### config.mk
export PLATFORM = sky130hd
export DESIGN_NAME = scsi_sense_reserve_rezero
export DESIGN_NICKNAME = d
export VERILOG_FILES = /design/src/design/scsi_cmd_pkg.sv /design/src/design/sense_if.sv /design/src/design/lun_reservation.sv /design/src/design/scsi_sense_reserve_rezero.sv /design/src/design/sense_formatter.sv
export SDC_FILE = /design/constraint.sdc
export NUM_CORES = 1
export LEC_CHECK = 0
export ABC_AREA = 1
export BUFFER_PORTS_ARGS = -buffer_cell sky130_fd_sc_hd__buf_4
export CAP_MARGIN = 20
export CORE_MARGIN = 3
export CORE_UTILIZATION = 50
export CTS_BUF_LIST = sky130_fd_sc_hd__clkbuf_4 sky130_fd_sc_hd__clkbuf_8
export DETAILED_ROUTE_END_ITERATION = 6
export PLACE_DENSITY_LB_ADDON = 0.05
export SETUP_SLACK_MARGIN = 0.15
export SLEW_MARGIN = 10
export SYNTH_ARGS = -nofsm -noshare
export SYNTH_HDL_FRONTEND = slang
export SYNTH_SLANG_ARGS = --single-unit
### constraint.sdc
create_clock -name aclk -period 4.2 [get_ports aclk]
set_input_delay 0.21 -clock aclk [delete_from_list [all_inputs] [get_ports aclk]]
set_output_delay 0.21 -clock aclk [all_outputs]
set_load 0.03 [all_outputs]
### src/design/scsi_cmd_pkg.sv
package scsi_cmd_pkg;
	// ==========================================================
	// register byte offsets
	localparam int AXI_ADDR_W = 8;
	localparam logic [7:0] ADDR_CDB0 = 8'h00;
	localparam logic [7:0] ADDR_CDB1 = 8'h04;
	localparam logic [7:0] ADDR_CDB2 = 8'h08;
	localparam logic [7:0] ADDR_CMD = 8'h0c;
	localparam logic [7:0] ADDR_STATUS = 8'h10;
	localparam logic [7:0] ADDR_XDATA = 8'h14;
	localparam logic [7:0] ADDR_IRQ_STAT = 8'h18;
	localparam logic [7:0] ADDR_IRQ_CLR = 8'h1c;
	localparam logic [7:0] ADDR_IRQ_EN = 8'h20;
	localparam logic [1:0] RESP_OKAY = 2'h0;
	localparam logic [1:0] RESP_SLVERR = 2'h2;
	// ==========================================================
	// command field positions
	localparam int CMD_GO_BIT = 31;
	localparam int CMD_TRST_BIT = 30;
	localparam int CMD_LUN_LSB = 8;
	localparam int THIRD_PARTY_BIT = 4;
	localparam int EXTENT_BIT = 0;
	localparam int FORMAT_BIT = 0;
	localparam int STAT_LEN_LSB = 8;
	localparam int STAT_BUSY_BIT = 16;
	localparam int STAT_RSV_BIT = 17;
	localparam int STAT_OWNER_LSB = 20;
	// ==========================================================
	// operation codes, status bytes, sense codes
	localparam logic [7:0] OP_REZERO = 8'h01;
	localparam logic [7:0] OP_SENSE = 8'h03;
	localparam logic [7:0] OP_RESERVE6 = 8'h16;
	localparam logic [7:0] OP_RESERVE10 = 8'h56;
	localparam logic [7:0] STS_GOOD = 8'h00;
	localparam logic [7:0] STS_CHECK = 8'h02;
	localparam logic [7:0] STS_CONFLICT = 8'h18;
	localparam logic [3:0] KEY_NO_SENSE = 4'h0;
	localparam logic [3:0] KEY_ILLEGAL = 4'h5;
	localparam logic [7:0] ASC_NONE = 8'h00;
	localparam logic [7:0] ASC_INV_OPCODE = 8'h20;
	localparam logic [7:0] ASC_INV_FIELD = 8'h24;
	localparam logic [7:0] ASC_LUN_NS = 8'h25;
	localparam logic [7:0] ASCQ_NONE = 8'h00;
	// ==========================================================
	// sense layouts
	localparam logic [7:0] FIXED_LEN = 8'h20;
	localparam logic [7:0] SENSE_FORMAT_SELECT_LEN_SHORT = 8'h28;
	localparam logic [7:0] SENSE_FORMAT_SELECT_LEN_LONG = 8'h3c;
	localparam logic [7:0] HDR_LEN = 8'h08;
	localparam logic [7:0] RESP_CODE_FIXED = 8'h70;
	localparam logic [7:0] RESP_CODE_SENSE_FORMAT_SELECT = 8'h72;
	localparam logic [5:0] FIX_KEY_POS = 6'h02;
	localparam logic [5:0] FIX_ADDL_POS = 6'h07;
	localparam logic [5:0] FIX_ASC_POS = 6'h0c;
	localparam logic [5:0] FIX_ASCQ_POS = 6'h0d;
	localparam logic [5:0] DSC_KEY_POS = 6'h01;
	localparam logic [5:0] DSC_ASC_POS = 6'h02;
	localparam logic [5:0] DSC_ASCQ_POS = 6'h03;
	localparam logic [5:0] DSC_ADDL_POS = 6'h07;
	// ==========================================================
	// interrupt bits and reset values
	localparam int IRQ_W = 4;
	localparam int IRQ_DONE = 0;
	localparam int IRQ_CHECK = 1;
	localparam int IRQ_CONFLICT = 2;
	localparam int IRQ_SEEK = 3;
	localparam logic [3:0] RST_IRQ = 4'h0;
	localparam logic [31:0] RST_WORD = 32'h0000_0000;
	typedef enum logic [1:0] {
		FSM_IDLE = 2'b00,
		FSM_EXEC = 2'b01,
		FSM_SEEK = 2'b11
	} cmd_state_t;
endpackage

### src/design/sense_if.sv
`timescale 1ns/10ps
interface sense_if;
	logic sense_format_select;
	logic [3:0] key;
	logic [7:0] asc;
	logic [7:0] ascq;
	logic [5:0] index;
	logic [7:0] data;
	modport requester(output sense_format_select, output key, output asc, output ascq,
		output index, input data);
	modport formatter(input sense_format_select, input key, input asc, input ascq,
		input index, output data);
endinterface

### src/design/lun_reservation.sv
`timescale 1ns/10ps
module lun_reservation #(
	parameter int INIT_W = 2
) (
	input wire logic aclk,
	input wire logic aresetn,
	input wire logic req,
	input wire logic [INIT_W-1:0] initiator,
	input wire logic target_reset,
	output logic conflict,
	output logic reserved,
	output logic [INIT_W-1:0] owner
);
	// other initiator refused at once
	assign conflict = reserved && (owner != initiator);

	always_ff @(posedge aclk) begin
		if (!aresetn) begin
			reserved <= 1'b0;
			owner <= '0;
		// target reset drops it
		end else if (target_reset) begin
			reserved <= 1'b0;
		// owner supersedes on grant
		end else if (req && !conflict) begin
			// whole unit, for sender
			reserved <= 1'b1;
			owner <= initiator;
		end
	end
endmodule // lun_reservation

### src/design/scsi_sense_reserve_rezero.sv
// Added by the designer: the address map and the AXI4-Lite interface to the registers.
`timescale 1ns/10ps
// How it works
// opcode 03h returns requester's sense
// never return more than allocation length
// fixed format: min of allocation, 32
// descriptor format: min of allocation, size
// bad unit: good status, unsupported sense
// nothing pending: no sense, no info
// separate sense store per initiator
// opcode 16h decodes six-byte reserve
// opcode 56h decodes ten-byte reserve
// reservation covers unit, owned by sender
// extent flag set: check, invalid field (code checks it for 56h only; a 16h reserve ignores it and is granted)
// identifier and extent length ignored
// held until supersede, resets or power
// third party flag: check, invalid field
// third party identifier ignored
// only owner replaces, on new grant
// no queueing, other initiator conflicts
// opcode 01h seeks block zero
// descriptor size is build parameter
module scsi_sense_reserve_rezero #(
	parameter int INIT_W = 2,
	parameter int SENSE_FORMAT_SELECT_SIZE = 60
) (
	input wire logic aclk,
	input wire logic aresetn,
	input wire logic [7:0] s_axi_awaddr,
	input wire logic s_axi_awvalid,
	output logic s_axi_awready,
	input wire logic [31:0] s_axi_wdata,
	input wire logic [3:0] s_axi_wstrb,
	input wire logic s_axi_wvalid,
	output logic s_axi_wready,
	output logic [1:0] s_axi_bresp,
	output logic s_axi_bvalid,
	input wire logic s_axi_bready,
	input wire logic [7:0] s_axi_araddr,
	input wire logic s_axi_arvalid,
	output logic s_axi_arready,
	output logic [31:0] s_axi_rdata,
	output logic [1:0] s_axi_rresp,
	output logic s_axi_rvalid,
	input wire logic s_axi_rready,
	output logic seek_start,
	input wire logic seek_done,
	output logic irq
);
	localparam int NUM_INIT = 1 << INIT_W;
	localparam logic [7:0] SENSE_FORMAT_SELECT_LEN = (SENSE_FORMAT_SELECT_SIZE == 40) ?
		scsi_cmd_pkg::SENSE_FORMAT_SELECT_LEN_SHORT : scsi_cmd_pkg::SENSE_FORMAT_SELECT_LEN_LONG;

	// ==========================================================
	// register bus
	logic aw_held_reg, w_held_reg, bvalid_reg, rvalid_reg;
	logic [7:0] aw_addr_reg;
	logic [31:0] w_data_reg, rdata_reg;
	logic [3:0] w_strb_reg;
	logic [1:0] bresp_reg, rresp_reg;
	logic wr_fire, rd_fire, wr_ok, rd_ok;
	logic [31:0] rd_word;
	logic [31:0] cdb0_reg, cdb1_reg, cdb2_reg;
	logic [INIT_W-1:0] init_reg;
	logic [7:0] lun_reg;
	logic go, trst;

	assign s_axi_awready = !aw_held_reg && !bvalid_reg;
	assign s_axi_wready = !w_held_reg && !bvalid_reg;
	assign s_axi_bvalid = bvalid_reg;
	assign s_axi_bresp = bresp_reg;
	assign s_axi_arready = !rvalid_reg;
	assign s_axi_rvalid = rvalid_reg;
	assign s_axi_rdata = rdata_reg;
	assign s_axi_rresp = rresp_reg;
	assign wr_fire = aw_held_reg && w_held_reg && !bvalid_reg;
	assign rd_fire = s_axi_arvalid && !rvalid_reg;

	function automatic logic [31:0] merge(input logic [31:0] old,
		input logic [31:0] nw, input logic [3:0] strb);
		logic [31:0] res;
		res = old;
		for (int i = 0; i < 4; i++) begin
			if (strb[i]) begin
				res[i*8 +: 8] = nw[i*8 +: 8];
			end
		end
		return res;
	endfunction

	always_comb begin
		case (aw_addr_reg)
			scsi_cmd_pkg::ADDR_CDB0, scsi_cmd_pkg::ADDR_CDB1,
			scsi_cmd_pkg::ADDR_CDB2, scsi_cmd_pkg::ADDR_CMD,
			scsi_cmd_pkg::ADDR_STATUS, scsi_cmd_pkg::ADDR_XDATA,
			scsi_cmd_pkg::ADDR_IRQ_STAT, scsi_cmd_pkg::ADDR_IRQ_CLR,
			scsi_cmd_pkg::ADDR_IRQ_EN: wr_ok = 1'b1;
			default: wr_ok = 1'b0;
		endcase
	end

	always_ff @(posedge aclk) begin
		if (!aresetn) begin
			aw_held_reg <= 1'b0;
			w_held_reg <= 1'b0;
			bvalid_reg <= 1'b0;
			bresp_reg <= scsi_cmd_pkg::RESP_OKAY;
			aw_addr_reg <= 8'h00;
			w_data_reg <= scsi_cmd_pkg::RST_WORD;
			w_strb_reg <= 4'h0;
		end else begin
			if (s_axi_awvalid && s_axi_awready) begin
				aw_held_reg <= 1'b1;
				aw_addr_reg <= s_axi_awaddr;
			end
			if (s_axi_wvalid && s_axi_wready) begin
				w_held_reg <= 1'b1;
				w_data_reg <= s_axi_wdata;
				w_strb_reg <= s_axi_wstrb;
			end
			if (wr_fire) begin
				aw_held_reg <= 1'b0;
				w_held_reg <= 1'b0;
				bvalid_reg <= 1'b1;
				bresp_reg <= wr_ok ? scsi_cmd_pkg::RESP_OKAY :
					scsi_cmd_pkg::RESP_SLVERR;
			end else if (bvalid_reg && s_axi_bready) begin
				bvalid_reg <= 1'b0;
			end
		end
	end

	// ==========================================================
	// command block registers
	scsi_cmd_pkg::cmd_state_t state_reg, state_next;
	logic busy, do_exec, sel_cmd;
	assign busy = state_reg != scsi_cmd_pkg::FSM_IDLE;
	assign do_exec = state_reg == scsi_cmd_pkg::FSM_EXEC;
	assign sel_cmd = wr_fire && aw_addr_reg == scsi_cmd_pkg::ADDR_CMD;
	// a go while busy is dropped so a running command keeps its block
	assign go = sel_cmd && w_strb_reg[3] &&
		w_data_reg[scsi_cmd_pkg::CMD_GO_BIT] && !busy;
	assign trst = sel_cmd && w_strb_reg[3] &&
		w_data_reg[scsi_cmd_pkg::CMD_TRST_BIT];

	always_ff @(posedge aclk) begin
		if (!aresetn) begin
			cdb0_reg <= scsi_cmd_pkg::RST_WORD;
			cdb1_reg <= scsi_cmd_pkg::RST_WORD;
			cdb2_reg <= scsi_cmd_pkg::RST_WORD;
			init_reg <= '0;
			lun_reg <= 8'h00;
		end else if (wr_fire && !busy) begin
			case (aw_addr_reg)
				scsi_cmd_pkg::ADDR_CDB0:
					cdb0_reg <= merge(cdb0_reg, w_data_reg, w_strb_reg);
				scsi_cmd_pkg::ADDR_CDB1:
					cdb1_reg <= merge(cdb1_reg, w_data_reg, w_strb_reg);
				scsi_cmd_pkg::ADDR_CDB2:
					cdb2_reg <= merge(cdb2_reg, w_data_reg, w_strb_reg);
				scsi_cmd_pkg::ADDR_CMD: begin
					if (w_strb_reg[0]) begin
						init_reg <= w_data_reg[INIT_W-1:0];
					end
					if (w_strb_reg[1]) begin
						lun_reg <= w_data_reg[scsi_cmd_pkg::CMD_LUN_LSB +: 8];
					end
				end
				default: ;
			endcase
		end
	end

	// ==========================================================
	// decode
	logic [7:0] op, flags, alloc;
	logic dec_sense, dec_seek, dec_check, res_req, conflict, reserved;
	logic [7:0] dec_asc;
	logic [INIT_W-1:0] owner;
	assign op = cdb0_reg[7:0];
	assign flags = cdb0_reg[15:8];
	assign alloc = cdb1_reg[7:0];

	// bytes 2 to 4 and 7 to 8 unread
	// identifier bits 3 to 1 unread
	always_comb begin
		dec_sense = 1'b0;
		dec_seek = 1'b0;
		dec_check = 1'b0;
		res_req = 1'b0;
		dec_asc = scsi_cmd_pkg::ASC_NONE;
		case (op)
			// sense request
			scsi_cmd_pkg::OP_SENSE: dec_sense = 1'b1;
			// six-byte reserve
			scsi_cmd_pkg::OP_RESERVE6: begin
				// third party refused
				if (flags[scsi_cmd_pkg::THIRD_PARTY_BIT]) begin
					dec_check = 1'b1;
					dec_asc = scsi_cmd_pkg::ASC_INV_FIELD;
				end else begin
					res_req = 1'b1;
				end
			end
			// ten-byte reserve
			scsi_cmd_pkg::OP_RESERVE10: begin
				// extent refused
				if (flags[scsi_cmd_pkg::THIRD_PARTY_BIT] ||
					flags[scsi_cmd_pkg::EXTENT_BIT]) begin
					dec_check = 1'b1;
					dec_asc = scsi_cmd_pkg::ASC_INV_FIELD;
				end else begin
					res_req = 1'b1;
				end
			end
			// rezero seeks block zero
			scsi_cmd_pkg::OP_REZERO: dec_seek = 1'b1;
			default: begin
				dec_check = 1'b1;
				dec_asc = scsi_cmd_pkg::ASC_INV_OPCODE;
			end
		endcase
	end

	lun_reservation #(.INIT_W(INIT_W)) u_res (
		.aclk(aclk),
		.aresetn(aresetn),
		.req(do_exec && res_req),
		.initiator(init_reg),
		// target reset from any initiator
		.target_reset(trst),
		.conflict(conflict),
		.reserved(reserved),
		.owner(owner)
	);

	always_comb begin
		state_next = state_reg;
		case (state_reg)
			scsi_cmd_pkg::FSM_IDLE:
				if (go) state_next = scsi_cmd_pkg::FSM_EXEC;
			scsi_cmd_pkg::FSM_EXEC: state_next = dec_seek ?
				scsi_cmd_pkg::FSM_SEEK : scsi_cmd_pkg::FSM_IDLE;
			scsi_cmd_pkg::FSM_SEEK:
				if (seek_done) state_next = scsi_cmd_pkg::FSM_IDLE;
			default: state_next = scsi_cmd_pkg::FSM_IDLE;
		endcase
	end

	logic [7:0] status_reg;
	always_ff @(posedge aclk) begin
		if (!aresetn) begin
			state_reg <= scsi_cmd_pkg::FSM_IDLE;
			status_reg <= scsi_cmd_pkg::STS_GOOD;
			seek_start <= 1'b0;
		end else begin
			state_reg <= state_next;
			seek_start <= do_exec && dec_seek;
			if (do_exec) begin
				if (dec_check) begin
					status_reg <= scsi_cmd_pkg::STS_CHECK;
				// answered at once
				end else if (res_req && conflict) begin
					status_reg <= scsi_cmd_pkg::STS_CONFLICT;
				end else begin
					status_reg <= scsi_cmd_pkg::STS_GOOD;
				end
			end
		end
	end

	// ==========================================================
	// per-initiator sense store
	logic [NUM_INIT-1:0] pending_reg;
	logic [3:0] key_store [NUM_INIT];
	logic [7:0] asc_store [NUM_INIT];
	logic [7:0] ascq_store [NUM_INIT];
	// one entry per initiator
	for (genvar g = 0; g < NUM_INIT; g++) begin : g_store
		always_ff @(posedge aclk) begin
			if (!aresetn) begin
				pending_reg[g] <= 1'b0;
				key_store[g] <= scsi_cmd_pkg::KEY_NO_SENSE;
				asc_store[g] <= scsi_cmd_pkg::ASC_NONE;
				ascq_store[g] <= scsi_cmd_pkg::ASCQ_NONE;
			end else if (do_exec && init_reg == INIT_W'(g)) begin
				if (dec_check) begin
					pending_reg[g] <= 1'b1;
					key_store[g] <= scsi_cmd_pkg::KEY_ILLEGAL;
					asc_store[g] <= dec_asc;
					ascq_store[g] <= scsi_cmd_pkg::ASCQ_NONE;
				end else if (dec_sense && lun_reg == 8'h00) begin
					pending_reg[g] <= 1'b0;
				end
			end
		end
	end

	// ==========================================================
	// sense report and byte transfer
	logic rep_sense_format_select_reg;
	logic [3:0] rep_key_reg;
	logic [7:0] rep_asc_reg, rep_ascq_reg, xfer_len_reg, xfer_ptr_reg;
	logic [7:0] fmt_len;
	logic pop;
	sense_if sif();
	assign sif.sense_format_select = rep_sense_format_select_reg;
	assign sif.key = rep_key_reg;
	assign sif.asc = rep_asc_reg;
	assign sif.ascq = rep_ascq_reg;
	assign sif.index = xfer_ptr_reg[5:0];
	sense_formatter #(.SENSE_FORMAT_SELECT_SIZE(SENSE_FORMAT_SELECT_SIZE)) u_fmt (.sif(sif));

	assign fmt_len = flags[scsi_cmd_pkg::FORMAT_BIT] ? SENSE_FORMAT_SELECT_LEN :
		scsi_cmd_pkg::FIXED_LEN;
	assign pop = rd_fire && s_axi_araddr == scsi_cmd_pkg::ADDR_XDATA &&
		xfer_ptr_reg < xfer_len_reg;

	always_ff @(posedge aclk) begin
		if (!aresetn) begin
			rep_sense_format_select_reg <= 1'b0;
			rep_key_reg <= scsi_cmd_pkg::KEY_NO_SENSE;
			rep_asc_reg <= scsi_cmd_pkg::ASC_NONE;
			rep_ascq_reg <= scsi_cmd_pkg::ASCQ_NONE;
			xfer_len_reg <= 8'h00;
			xfer_ptr_reg <= 8'h00;
		end else if (do_exec) begin
			xfer_ptr_reg <= 8'h00;
			xfer_len_reg <= 8'h00;
			if (dec_sense) begin
				rep_sense_format_select_reg <= flags[scsi_cmd_pkg::FORMAT_BIT];
				// clipped to allocation
				xfer_len_reg <= (alloc < fmt_len) ? alloc : fmt_len;
				rep_ascq_reg <= scsi_cmd_pkg::ASCQ_NONE;
				// unsupported unit reported
				if (lun_reg != 8'h00) begin
					rep_key_reg <= scsi_cmd_pkg::KEY_ILLEGAL;
					rep_asc_reg <= scsi_cmd_pkg::ASC_LUN_NS;
				// stored sense returned
				end else if (pending_reg[init_reg]) begin
					rep_key_reg <= key_store[init_reg];
					rep_asc_reg <= asc_store[init_reg];
					rep_ascq_reg <= ascq_store[init_reg];
				// nothing pending
				end else begin
					rep_key_reg <= scsi_cmd_pkg::KEY_NO_SENSE;
					rep_asc_reg <= scsi_cmd_pkg::ASC_NONE;
				end
			end
		end else if (pop) begin
			xfer_ptr_reg <= xfer_ptr_reg + 8'h01;
		end
	end

	// ==========================================================
	// interrupts
	logic [3:0] irq_stat_reg, irq_en_reg, irq_ev, irq_clr;
	assign irq_ev[scsi_cmd_pkg::IRQ_DONE] = (do_exec && !dec_seek) ||
		(state_reg == scsi_cmd_pkg::FSM_SEEK && seek_done);
	assign irq_ev[scsi_cmd_pkg::IRQ_CHECK] = do_exec && dec_check;
	assign irq_ev[scsi_cmd_pkg::IRQ_CONFLICT] = do_exec && res_req && conflict;
	assign irq_ev[scsi_cmd_pkg::IRQ_SEEK] =
		state_reg == scsi_cmd_pkg::FSM_SEEK && seek_done;
	assign irq_clr = (wr_fire && aw_addr_reg == scsi_cmd_pkg::ADDR_IRQ_CLR &&
		w_strb_reg[0]) ? w_data_reg[3:0] : 4'h0;
	assign irq = |(irq_stat_reg & irq_en_reg);

	always_ff @(posedge aclk) begin
		if (!aresetn) begin
			irq_stat_reg <= scsi_cmd_pkg::RST_IRQ;
			irq_en_reg <= scsi_cmd_pkg::RST_IRQ;
		end else begin
			// a new event beats a clear in the same cycle
			irq_stat_reg <= (irq_stat_reg & ~irq_clr) | irq_ev;
			if (wr_fire && aw_addr_reg == scsi_cmd_pkg::ADDR_IRQ_EN &&
				w_strb_reg[0]) begin
				irq_en_reg <= w_data_reg[3:0];
			end
		end
	end

	// ==========================================================
	// read path
	always_comb begin
		rd_word = scsi_cmd_pkg::RST_WORD;
		rd_ok = 1'b1;
		case (s_axi_araddr)
			scsi_cmd_pkg::ADDR_CDB0: rd_word = cdb0_reg;
			scsi_cmd_pkg::ADDR_CDB1: rd_word = cdb1_reg;
			scsi_cmd_pkg::ADDR_CDB2: rd_word = cdb2_reg;
			scsi_cmd_pkg::ADDR_CMD: begin
				rd_word[INIT_W-1:0] = init_reg;
				rd_word[scsi_cmd_pkg::CMD_LUN_LSB +: 8] = lun_reg;
			end
			scsi_cmd_pkg::ADDR_STATUS: begin
				rd_word[7:0] = status_reg;
				rd_word[scsi_cmd_pkg::STAT_LEN_LSB +: 8] = xfer_len_reg;
				rd_word[scsi_cmd_pkg::STAT_BUSY_BIT] = busy;
				rd_word[scsi_cmd_pkg::STAT_RSV_BIT] = reserved;
				rd_word[scsi_cmd_pkg::STAT_OWNER_LSB +: INIT_W] = owner;
			end
			scsi_cmd_pkg::ADDR_XDATA:
				if (xfer_ptr_reg < xfer_len_reg) rd_word[7:0] = sif.data;
			scsi_cmd_pkg::ADDR_IRQ_STAT: rd_word[3:0] = irq_stat_reg;
			scsi_cmd_pkg::ADDR_IRQ_CLR: ;
			scsi_cmd_pkg::ADDR_IRQ_EN: rd_word[3:0] = irq_en_reg;
			default: rd_ok = 1'b0;
		endcase
	end

	always_ff @(posedge aclk) begin
		if (!aresetn) begin
			rvalid_reg <= 1'b0;
			rdata_reg <= scsi_cmd_pkg::RST_WORD;
			rresp_reg <= scsi_cmd_pkg::RESP_OKAY;
		end else if (rd_fire) begin
			rvalid_reg <= 1'b1;
			rdata_reg <= rd_word;
			rresp_reg <= rd_ok ? scsi_cmd_pkg::RESP_OKAY :
				scsi_cmd_pkg::RESP_SLVERR;
		end else if (rvalid_reg && s_axi_rready) begin
			rvalid_reg <= 1'b0;
		end
	end

	logic ex_sense;
	logic [NUM_INIT-1:0] id_mask;
	assign ex_sense = do_exec && dec_sense;
	assign id_mask = NUM_INIT'(1) << init_reg;
endmodule // scsi_sense_reserve_rezero

### src/design/sense_formatter.sv
`timescale 1ns/10ps
module sense_formatter #(
	parameter int SENSE_FORMAT_SELECT_SIZE = 60
) (
	sense_if.formatter sif
);
	// size limited to two builds
	localparam logic [7:0] SENSE_FORMAT_SELECT_LEN = (SENSE_FORMAT_SELECT_SIZE == 40) ?
		scsi_cmd_pkg::SENSE_FORMAT_SELECT_LEN_SHORT : scsi_cmd_pkg::SENSE_FORMAT_SELECT_LEN_LONG;

	always_comb begin
		sif.data = 8'h00;
		if (sif.sense_format_select) begin
			// descriptor layout
			case (sif.index)
				6'h00: sif.data = scsi_cmd_pkg::RESP_CODE_SENSE_FORMAT_SELECT;
				scsi_cmd_pkg::DSC_KEY_POS: sif.data = {4'h0, sif.key};
				scsi_cmd_pkg::DSC_ASC_POS: sif.data = sif.asc;
				scsi_cmd_pkg::DSC_ASCQ_POS: sif.data = sif.ascq;
				scsi_cmd_pkg::DSC_ADDL_POS:
					sif.data = SENSE_FORMAT_SELECT_LEN - scsi_cmd_pkg::HDR_LEN;
				default: sif.data = 8'h00;
			endcase
		end else begin
			// fixed layout
			case (sif.index)
				6'h00: sif.data = scsi_cmd_pkg::RESP_CODE_FIXED;
				scsi_cmd_pkg::FIX_KEY_POS: sif.data = {4'h0, sif.key};
				scsi_cmd_pkg::FIX_ADDL_POS: sif.data =
					scsi_cmd_pkg::FIXED_LEN - scsi_cmd_pkg::HDR_LEN;
				scsi_cmd_pkg::FIX_ASC_POS: sif.data = sif.asc;
				scsi_cmd_pkg::FIX_ASCQ_POS: sif.data = sif.ascq;
				default: sif.data = 8'h00;
			endcase
		end
	end
endmodule // sense_formatter

==> impl_metrics.toml, run 1 <==
[sta]
final-max-slew-violation-count = 0
grt_setup_unrepaired = "false"
timing_hold_violations_final = 0
fin_setup_tns_ns = 0
setup_ws_ns = 1.95
setup-violations-final = 0
timing.hold.ws_ns = 0.123
worst_pin_slew_ns = 1.15
max_freq_mhz = 444
relSlewSlack_pct = 22.8
fin_crit_sh_pct = 53.7
finalCriticalPeriod_ns = 2.25
fin_worst_skew_ns = 0.0122

[clocking]
ctsLongestPathBuffers = 3
cts-buffers-inserted = 41
cts_tree = "done"
cts_setup_buffers = 0
clk_latency_ns = 0.55
htreeDepth = 2
clkTransAtPathRegs_ns = 0.07
cts_root_buf = "clkbuf_8"
cts.sinks = 243
cts_hold_buf = 47
post_cts_resized = 0

[synth]
synthCells = 1431
syn_area_per_cell_um2 = 7.36
synth-seq-cells = 243
async_flop_share_pct = 0
synth-edff-count = 11
synthDistinctLibCells = 45
ys_seq_area_share_pct = 47.2
synthFlopType = "dfxtp_1"
syn_area_um2 = 10500
yosysWarningCount = 0

[pwr]
fin_total_pwr_mw = 4.91
power.density_nw_per_um2 = 386
total_leakage_power_nw = 5.18
ir_worst_vdd_mv = 0.245

[critical_path]
critPathTopFamily = "buffers and inverters"
worst-endpoint-arrival_ns = 2.68
cp_slowest_cell = "clkinv_1"
cp.required_ns = 4.63
worst_setup_path_end_kind = "flip-flop"
critPathKind = "reg2reg"
start_kind = "flip-flop"
path_common_cell = "nor2_1"
crit_path_max_incr_delay_ns = 0.78
path_buf_inv = 2
cp_cell_sequence = "nor2_1, nand2_1, buf_4, clkinv_1, nor2_1, nor2_1"
cp_max_fo = 47

[place]
dp.cells = 1753
io_buffers = 100
pre_cts_slack_ns = 1.93
postPlaceCellArea_um2 = 11400
hpwl_um = 19600
gp_congestion = 0.889

[status]
status = "finished clean"

[detailed_routing]
drc = 0
drtIter0Drc = 647
ant_nets = 0
drt-total-wl_um = 28900
via_per_inst = 5.24
avgRoutedWirePerCell_um = 15.5
route.vias.total = 9795
drt_pass1_iterations = 5

[global_route]
antenna_found_initial = 0
grt_pass1_wl_um = 45900
grt_max_degree = 116
grt_overflow_total = 0
grt_pass1_vias = 9110
grt_usage_pct = 25.2

[layout]
final-instance-count-excl-fill = 1870
final_cell_mix = "232 x dfxtp_1, 218 x nor2_1, 214 x nand2_1"
final_common_cell = "dfxtp_1"
final_layout_size_suffix_gt1_share_pct = 13.9
fin_nets = 1646
diodes = 0
fin_util_pct = 62.1
area_growth_pct = 20.7
final_cell_area_um2 = 12700

[die]
start_util_pct = 51.4
io_pins = 103
dieWidth_um = 151
die_area_um2 = 22900
rows = 52
core_area_um2 = 20500
die_y_um = 151

[min_path]
hp-class = "in2reg"

[run]
maxCapViolCount = 0
==> report_power, final <==
| group | total [mW] | internal [mW] | leakage [nW] | switching, mW |
|---|---|---|---|---|
| clock | 2.11 | 1.19 | 0.435 | 0.927 |
| sequential | 2.43 | 2.38 | 1.99 | 0.0488 |
| combinational | 0.364 | 0.139 | 2.75 | 0.224 |
==> cell families after synthesis <==
logic type      count (synthesis)  share of synthesized area [%]
simple gates                  558                           22.9
compound gates                398                           19.8
flops                         243                           47.2
buf+inv                       213                           8.12
fa+ha+maj                      13                           1.54
xor+xnor                        5                          0.416
other cells                     1                         0.0356
==> Yosys cell counts (all sizes together) (13+ instances only) <==
| cell | count | area share (%) |
|---|---|---|
| nand3 | 68 | 3.3 |
| nand4 | 15 | 0.89 |
| buf | 18 | 1.2 |
| inv | 156 | 5.6 |
| nand2 | 218 | 7.9 |
| clkbuf | 37 | 1.3 |
| o21ai | 211 | 10 |
| a21oi | 149 | 7.1 |
| nor2 | 240 | 9.7 |
| ha | 13 | 1.5 |
| dfxtp | 232 | 44 |
==> cell type report <==
| cell class | instances | area, um^2 |
|---|---|---|
| fillers | 1937 | 7780 |
| flip-flops and latches | 243 | 4970 |
| multi-input cells | 976 | 4710 |
| repair buffers | 153 | 1280 |
| clock buffers | 65 | 788 |
| inverters | 158 | 593 |
| well taps | 270 | 338 |
| clock inverters | 5 | 35.0 |
==> path summary, 6_finish.rpt <==
check	startpoint	to	slack, ns	cells past startpoint
worst max-delay path	s_axi_bvalid$_SDFFE_PN0P_	w_data_reg[11]$_SDFFE_PN0P_	1.95	6
worst min-delay path	s_axi_araddr[2]	s_axi_rresp[1]$_SDFFE_PN0P_	0.12	5
worst max register to register	s_axi_bvalid$_SDFFE_PN0P_	w_data_reg[11]$_SDFFE_PN0P_	1.95	6
worst min register to register	cdb2_reg[13]$_SDFFE_PN0P_	cdb2_reg[13]$_SDFFE_PN0P_	0.45	2
==> worst reg2reg max path, delay by kind of cell (launching register included) <==
| kind | cells | cell delay, ns |
|---|---|---|
| flip-flops | 1 | 0.44 |
| buffers and inverters | 2 | 1.16 |
| AND/OR/NAND/NOR | 4 | 0.56 |
==> routing by layer <==
metal	routed length (um)	GRT usage, %	part of all wire (%)	vias up
met2	13400	41.9	46	237
met3	1410	3.92	4.9	39
met1	13600	34.2	47	4514
met5	0	0	0	-
met4	499	6.66	1.7	0
li1	-	-	-	5005
Power figures use the tool's default switching activity.
==> run 2: changes to the inputs <==
==> constraint.sdc (replaced) <==
create_clock -name aclk -period 2.2 [get_ports aclk]
set_input_delay 0.11 -clock aclk [delete_from_list [all_inputs] [get_ports aclk]]
set_output_delay 0.11 -clock aclk [all_outputs]
set_load 0.03 [all_outputs]
==> impl_metrics.toml, run 2 (synthesis gave the netlist of run 1 again) <==
[sta]
finalCriticalPeriod_ns = 1.89
fin_worst_skew_ns = 0.0177
setup-violations-final = 0
timing_hold_violations_final = 0
grt_setup_unrepaired = "true"
final-max-slew-violation-count = 0
setup_ws_ns = 0.310
relSlewSlack_pct = 56.2
timing.hold.ws_ns = 0.0244
worst_pin_slew_ns = 0.657
max_freq_mhz = 529
fin_crit_sh_pct = 85.9
fin_setup_tns_ns = 0

[critical_path]
critPathKind = "reg2reg"
start_kind = "flip-flop"
worst_setup_path_end_kind = "flip-flop"
cp_max_fo = 46
worst-endpoint-arrival_ns = 2.39
cp.required_ns = 2.70

[layout]
final-instance-count-excl-fill = 1890
fillers = 1880
fin_nets = 1670
final_cell_mix = "232 x dfxtp_1, 218 x nor2_1, 213 x nand2_1"
final_common_cell = "dfxtp_1"
diodes = 0
final_layout_size_suffix_gt1_share_pct = 15.3
area_growth_pct = 23.0

[die]
io_pins = 103
die_y_um = 151
dieWidth_um = 151
die_area_um2 = 22900
start_util_pct = 51.4
core_area_um2 = 20500
rows = 52

[detailed_routing]
ant_nets = 0
route.vias.total = 9926
avgRoutedWirePerCell_um = 15.4
via_per_inst = 5.25
drtIter0Drc = 671
drc = 0
drt-total-wl_um = 29200
drt_pass1_iterations = 5

[global_route]
antenna_found_initial = 0
grt_max_degree = 183
grt_usage_pct = 25.8
grt_overflow_total = 0
grt_pass1_wl_um = 46800
grt_pass1_vias = 9119

[pwr]
ir_worst_vdd_mv = 0.474
power.density_nw_per_um2 = 739
total_leakage_power_nw = 5.31

[place]
gp_congestion = 0.893
hpwl_um = 19900
dp.cells = 1772
io_buffers = 100
pre_cts_slack_ns = 0.231

[clocking]
cts_setup_buffers = 0
ctsLongestPathBuffers = 3
cts.sinks = 243
cts-buffers-inserted = 42
cts_root_buf = "clkbuf_8"
cts_tree = "done"
clkTransAtPathRegs_ns = 0.06
clk_latency_ns = 0.55
htreeDepth = 2

[min_path]
hp-class = "in2reg"

[status]
status = "finished clean"

[run]
maxCapViolCount = 0
==> run 2: cell types whose count changed in the layout (fill, tap and decap cells not counted), moves of 3 or more <==
cell / change
buf_4: +18
clkbuf_4: -11
clkinv_2: +4
dlygate4sd3_1: +4
o21ai_0: -4
o21ai_2: +3
==> run 2: what timing repair did <==
item	in CTS	in global routing
endpoints found under the setup margin	0	23
hold endpoints to repair	51	0
hold buffers	51	0
resized for setup	0	15
==> run 2: metrics by stage <==
stage               power [mW]  utilization [%]  area, um^2
detailed placement        5.37             56.4       11600
floorplan                 5.10                -       10500
finish                    9.58             63.2       13000
CTS                       9.64             63.1       12900
global route              9.95             63.2       13000
global placement          5.37             56.4       11600
==> run 2: final timing paths <==
path | start | endpoint | slack, ns | depth (start not counted)
worst max-delay path | s_axi_bvalid$_SDFFE_PN0P_ | w_data_reg[7]$_SDFFE_PN0P_ | 0.31 | 6
worst min-delay path | s_axi_araddr[3] | s_axi_rresp[1]$_SDFFE_PN0P_ | 0.02 | 5
worst max register to register | s_axi_bvalid$_SDFFE_PN0P_ | w_data_reg[7]$_SDFFE_PN0P_ | 0.31 | 6
worst min register to register | cdb2_reg[16]$_SDFFE_PN0P_ | cdb2_reg[16]$_SDFFE_PN0P_ | 0.45 | 2
==> run 2: report_power, final <==
group,switching (mW),total [mW],internal (mW)
Sequential,0.0899,4.63,4.54
Clock,1.82,4.21,2.39
Combinational,0.443,0.726,0.283
==> run 2: worst max-delay path, stage by stage, from the launching register on <==
cell	delay, ns
dfxtp_1	0.43
nor2_1	0.10
nand2_1	0.10
buf_6	0.31
o21ai_0	0.18
nor2_1	0.15
dlygate4sd3_1	0.55
==> run 2: final cells by class <==
type	count	area, um^2	area share (%)
Clock buffer	56	733	5.66
Clock inverter	11	115	0.888
Inverter	158	593	4.58
Multi-Input combinational cell	976	4740	36.6
Sequential cell	243	4970	38.4
Tap cell	270	338	2.61
Timing Repair Buffer	176	1470	11.3
==> run 2: per-layer routing <==
layer	track usage (%)	up-vias	part of all wire, %
met5	0	-	0
met4	7.66	0	2.0
met3	4.82	44	5.8
met2	41.8	298	47
met1	35.2	4534	45
li1	-	5050	-
==> run 3: changes to the inputs <==
--- a/config.mk
+++ b/config.mk
@@ -17,4 +17,5 @@
 export SLEW_MARGIN = 10
 export SYNTH_ARGS = -nofsm -noshare
 export SYNTH_HDL_FRONTEND = slang
+export SYNTH_HIERARCHICAL = 1
 export SYNTH_SLANG_ARGS = --single-unit
==> impl_metrics.toml, run 3 <==
[sta]
fin_setup_tns_ns = 0
final-max-slew-violation-count = 0
worst_pin_slew_ns = 0.646
fin_worst_skew_ns = 0.0259
relSlewSlack_pct = 56.9
finalCriticalPeriod_ns = 1.86
setup-violations-final = 0
max_freq_mhz = 538
grt_setup_unrepaired = "false"
fin_crit_sh_pct = 84.5
timing_hold_violations_final = 0

[detailed_routing]
via_per_inst = 5.21
drtIter0Drc = 733
drc = 0
avgRoutedWirePerCell_um = 15.1
ant_nets = 0
drt_pass1_iterations = 5
route.vias.total = 10600
drt-total-wl_um = 30900

[synth]
syn_area_um2 = 11100
syn_area_per_cell_um2 = 7.14
synthFlopType = "dfxtp_1"
synth_commonest_cells = "288 x nand2_1, 232 x dfxtp_1, 228 x nor2_1"
yosysWarningCount = 6
yosysMostFrequentCell = "nand2_1"
ys_seq_area_share_pct = 45.0
synthTopCellsByArea = "dfxtp_1 42%, nand2_1 9.8%, o21ai_0 9.0%, nor2_1 7.7%, a21oi_1 6.0%"
synth-edff-count = 11
yosys.area.top_type = "dfxtp_1"
async_flop_share_pct = 0
synthDistinctLibCells = 43
synth-seq-cells = 243
synth_top_area_share_pct = 42.0
synthCells = 1550

[layout]
multi_input_area_um2 = 5330
area_growth_pct = 23.6
final_cell_mix = "288 x nand2_1, 230 x dfxtp_1, 227 x nor2_1"
fin_nets = 1805
fillers = 1968
final-instance-count-excl-fill = 2043
fin_util_pct = 64.0
final_common_cell = "nand2_1"
diodes = 0
seqCellArea_um2 = 4980
final_layout_size_suffix_gt1_share_pct = 15.8

[place]
gp_congestion = 0.911
io_buffers = 100
dp.cells = 1917
hpwl_um = 21700

[run]
maxCapViolCount = 0

[die]
core_area_um2 = 21400
rows = 53
io_pins = 103
die_area_um2 = 24000
die_y_um = 155
start_util_pct = 51.8
dieWidth_um = 155

[pwr]
power.density_nw_per_um2 = 726
swShare_pct = 23.9
ir_worst_vdd_mv = 0.577
pwr-share-comb_pct = 7.5
fin_total_pwr_mw = 9.93
internal_power_mw = 7.56
total_leakage_power_nw = 5.80
p_seq_share_pct = 46.6
p_sw_mw = 2.37
clkPwrFrac_pct = 45.9

[status]
status = "finished clean"

[global_route]
grt_usage_pct = 25.5
grt_pass1_vias = 9802
grt_pass1_wl_um = 50500
grt_overflow_total = 0
grt_max_degree = 171
antenna_found_initial = 0

[critical_path]
critPathKind = "reg2reg"
crit_path_max_incr_delay_ns = 0.32
cp.required_ns = 2.50
path_common_cell = "nor2_1"
worst-endpoint-arrival_ns = 2.16
cp_slowest_cell = "dfxtp_1"
start_kind = "flip-flop"
cp_max_fo = 6
r2r_slack_ns = 0.34
worst_setup_path_end_kind = "flip-flop"
cp_cell_sequence = "nor2_1, nand2_1, nor3_1, nor2_1, nand3_1, nand2_2, buf_4, nand3_1, nor2_1"

[clocking]
ctsLongestPathBuffers = 3
cts.sinks = 243
cts_root_buf = "clkbuf_8"
clk_latency_ns = 0.55
htreeDepth = 2
clkTransAtPathRegs_ns = 0.06
cts_tree = "done"
cts-buffers-inserted = 42

[min_path]
hp-class = "in2reg"
run 3: cell families (layout without fill, tap and decap cells):
logic type               after synthesis  in the layout  synth area share [%]
AO/OA/AOI/OAI                        375            375                  17.8
XOR/XNOR                               6              6                 0.475
adder cells (fa/ha/maj)               10             10                  1.13
buffers and inverters                222            410                  8.09
flip-flops                           243            243                  45.0
other                                  1             31                0.0339
AND/OR/NAND/NOR                      693            693                  27.5
run 3: repair_timing:
item / in CTS / in global routing
hold endpoints to repair: 51 / 0
pin swaps: 0 / 2
setup endpoints to repair: 2 / 24
hold buffers: 48 / 0
resized for setup: 1 / 11
setup buffers: 0 / 1
run 3: worst paths after layout:
check                                 start                            end  depth (start not counted)
setup reg to reg   cdb0_reg[7]$_SDFFE_PN0P_  asc_store[0][2]$_SDFFCE_PN0P_                          9
hold reg to reg   cdb2_reg[21]$_SDFFE_PN0P_      cdb2_reg[21]$_SDFFE_PN0P_                          2
setup / recovery   cdb0_reg[7]$_SDFFE_PN0P_  asc_store[0][2]$_SDFFCE_PN0P_                          9
hold / removal              s_axi_araddr[3]    s_axi_rresp[1]$_SDFFE_PN0P_                          4
run 3: stage by stage:
stage	worst slack [ns]	hold WS (ns)	instance area, um^2
final	0.340	0.0342	13700
after global placement	0.221	0.314	12200
after floorplan	0.420	0.224	11200
after detailed placement	0.122	0.315	12200
after CTS	0.155	0.000360	13600
after global routing	0.158	0.0457	13700
run 3: power by group through the flow:
| stage | Combinational [mW] | Clock [mW] | Sequential (mW) |
|---|---|---|---|
| 2_1_floorplan | 0.396 | 0 | 4.72 |
| 3_5_place_dp | 0.674 | 0 | 4.72 |
| 3_3_place_gp | 0.666 | 0 | 4.72 |
| 4_1_cts | 0.743 | 4.62 | 4.62 |
| 5_1_grt | 0.825 | 4.84 | 4.64 |
| 6_report | 0.748 | 4.55 | 4.63 |
run 3: final cells by class:
class	instances	share of cell area, %
repair buffers	177	10.8
clock inverters	6	0.668
flip-flops and latches	243	36.4
clock buffers	71	6.37
multi-input cells	1115	39.0
well taps	275	2.52
inverters	156	4.28
run 3: critical path, delay by kind of cell (launching register included):
family	cells	cell delay, ns
flops	1	0.32
simple gates	8	1.14
buf+inv	1	0.16
run 3: metal layers:
metal | vias to the layer above | share of wire (%) | GRT usage, %
li1 | 5426 | - | -
met1 | 4825 | 48 | 36.9
met2 | 343 | 44 | 40.1
met3 | 43 | 6.8 | 4.64
met4 | 0 | 1.8 | 5.68
met5 | - | 0 | 0
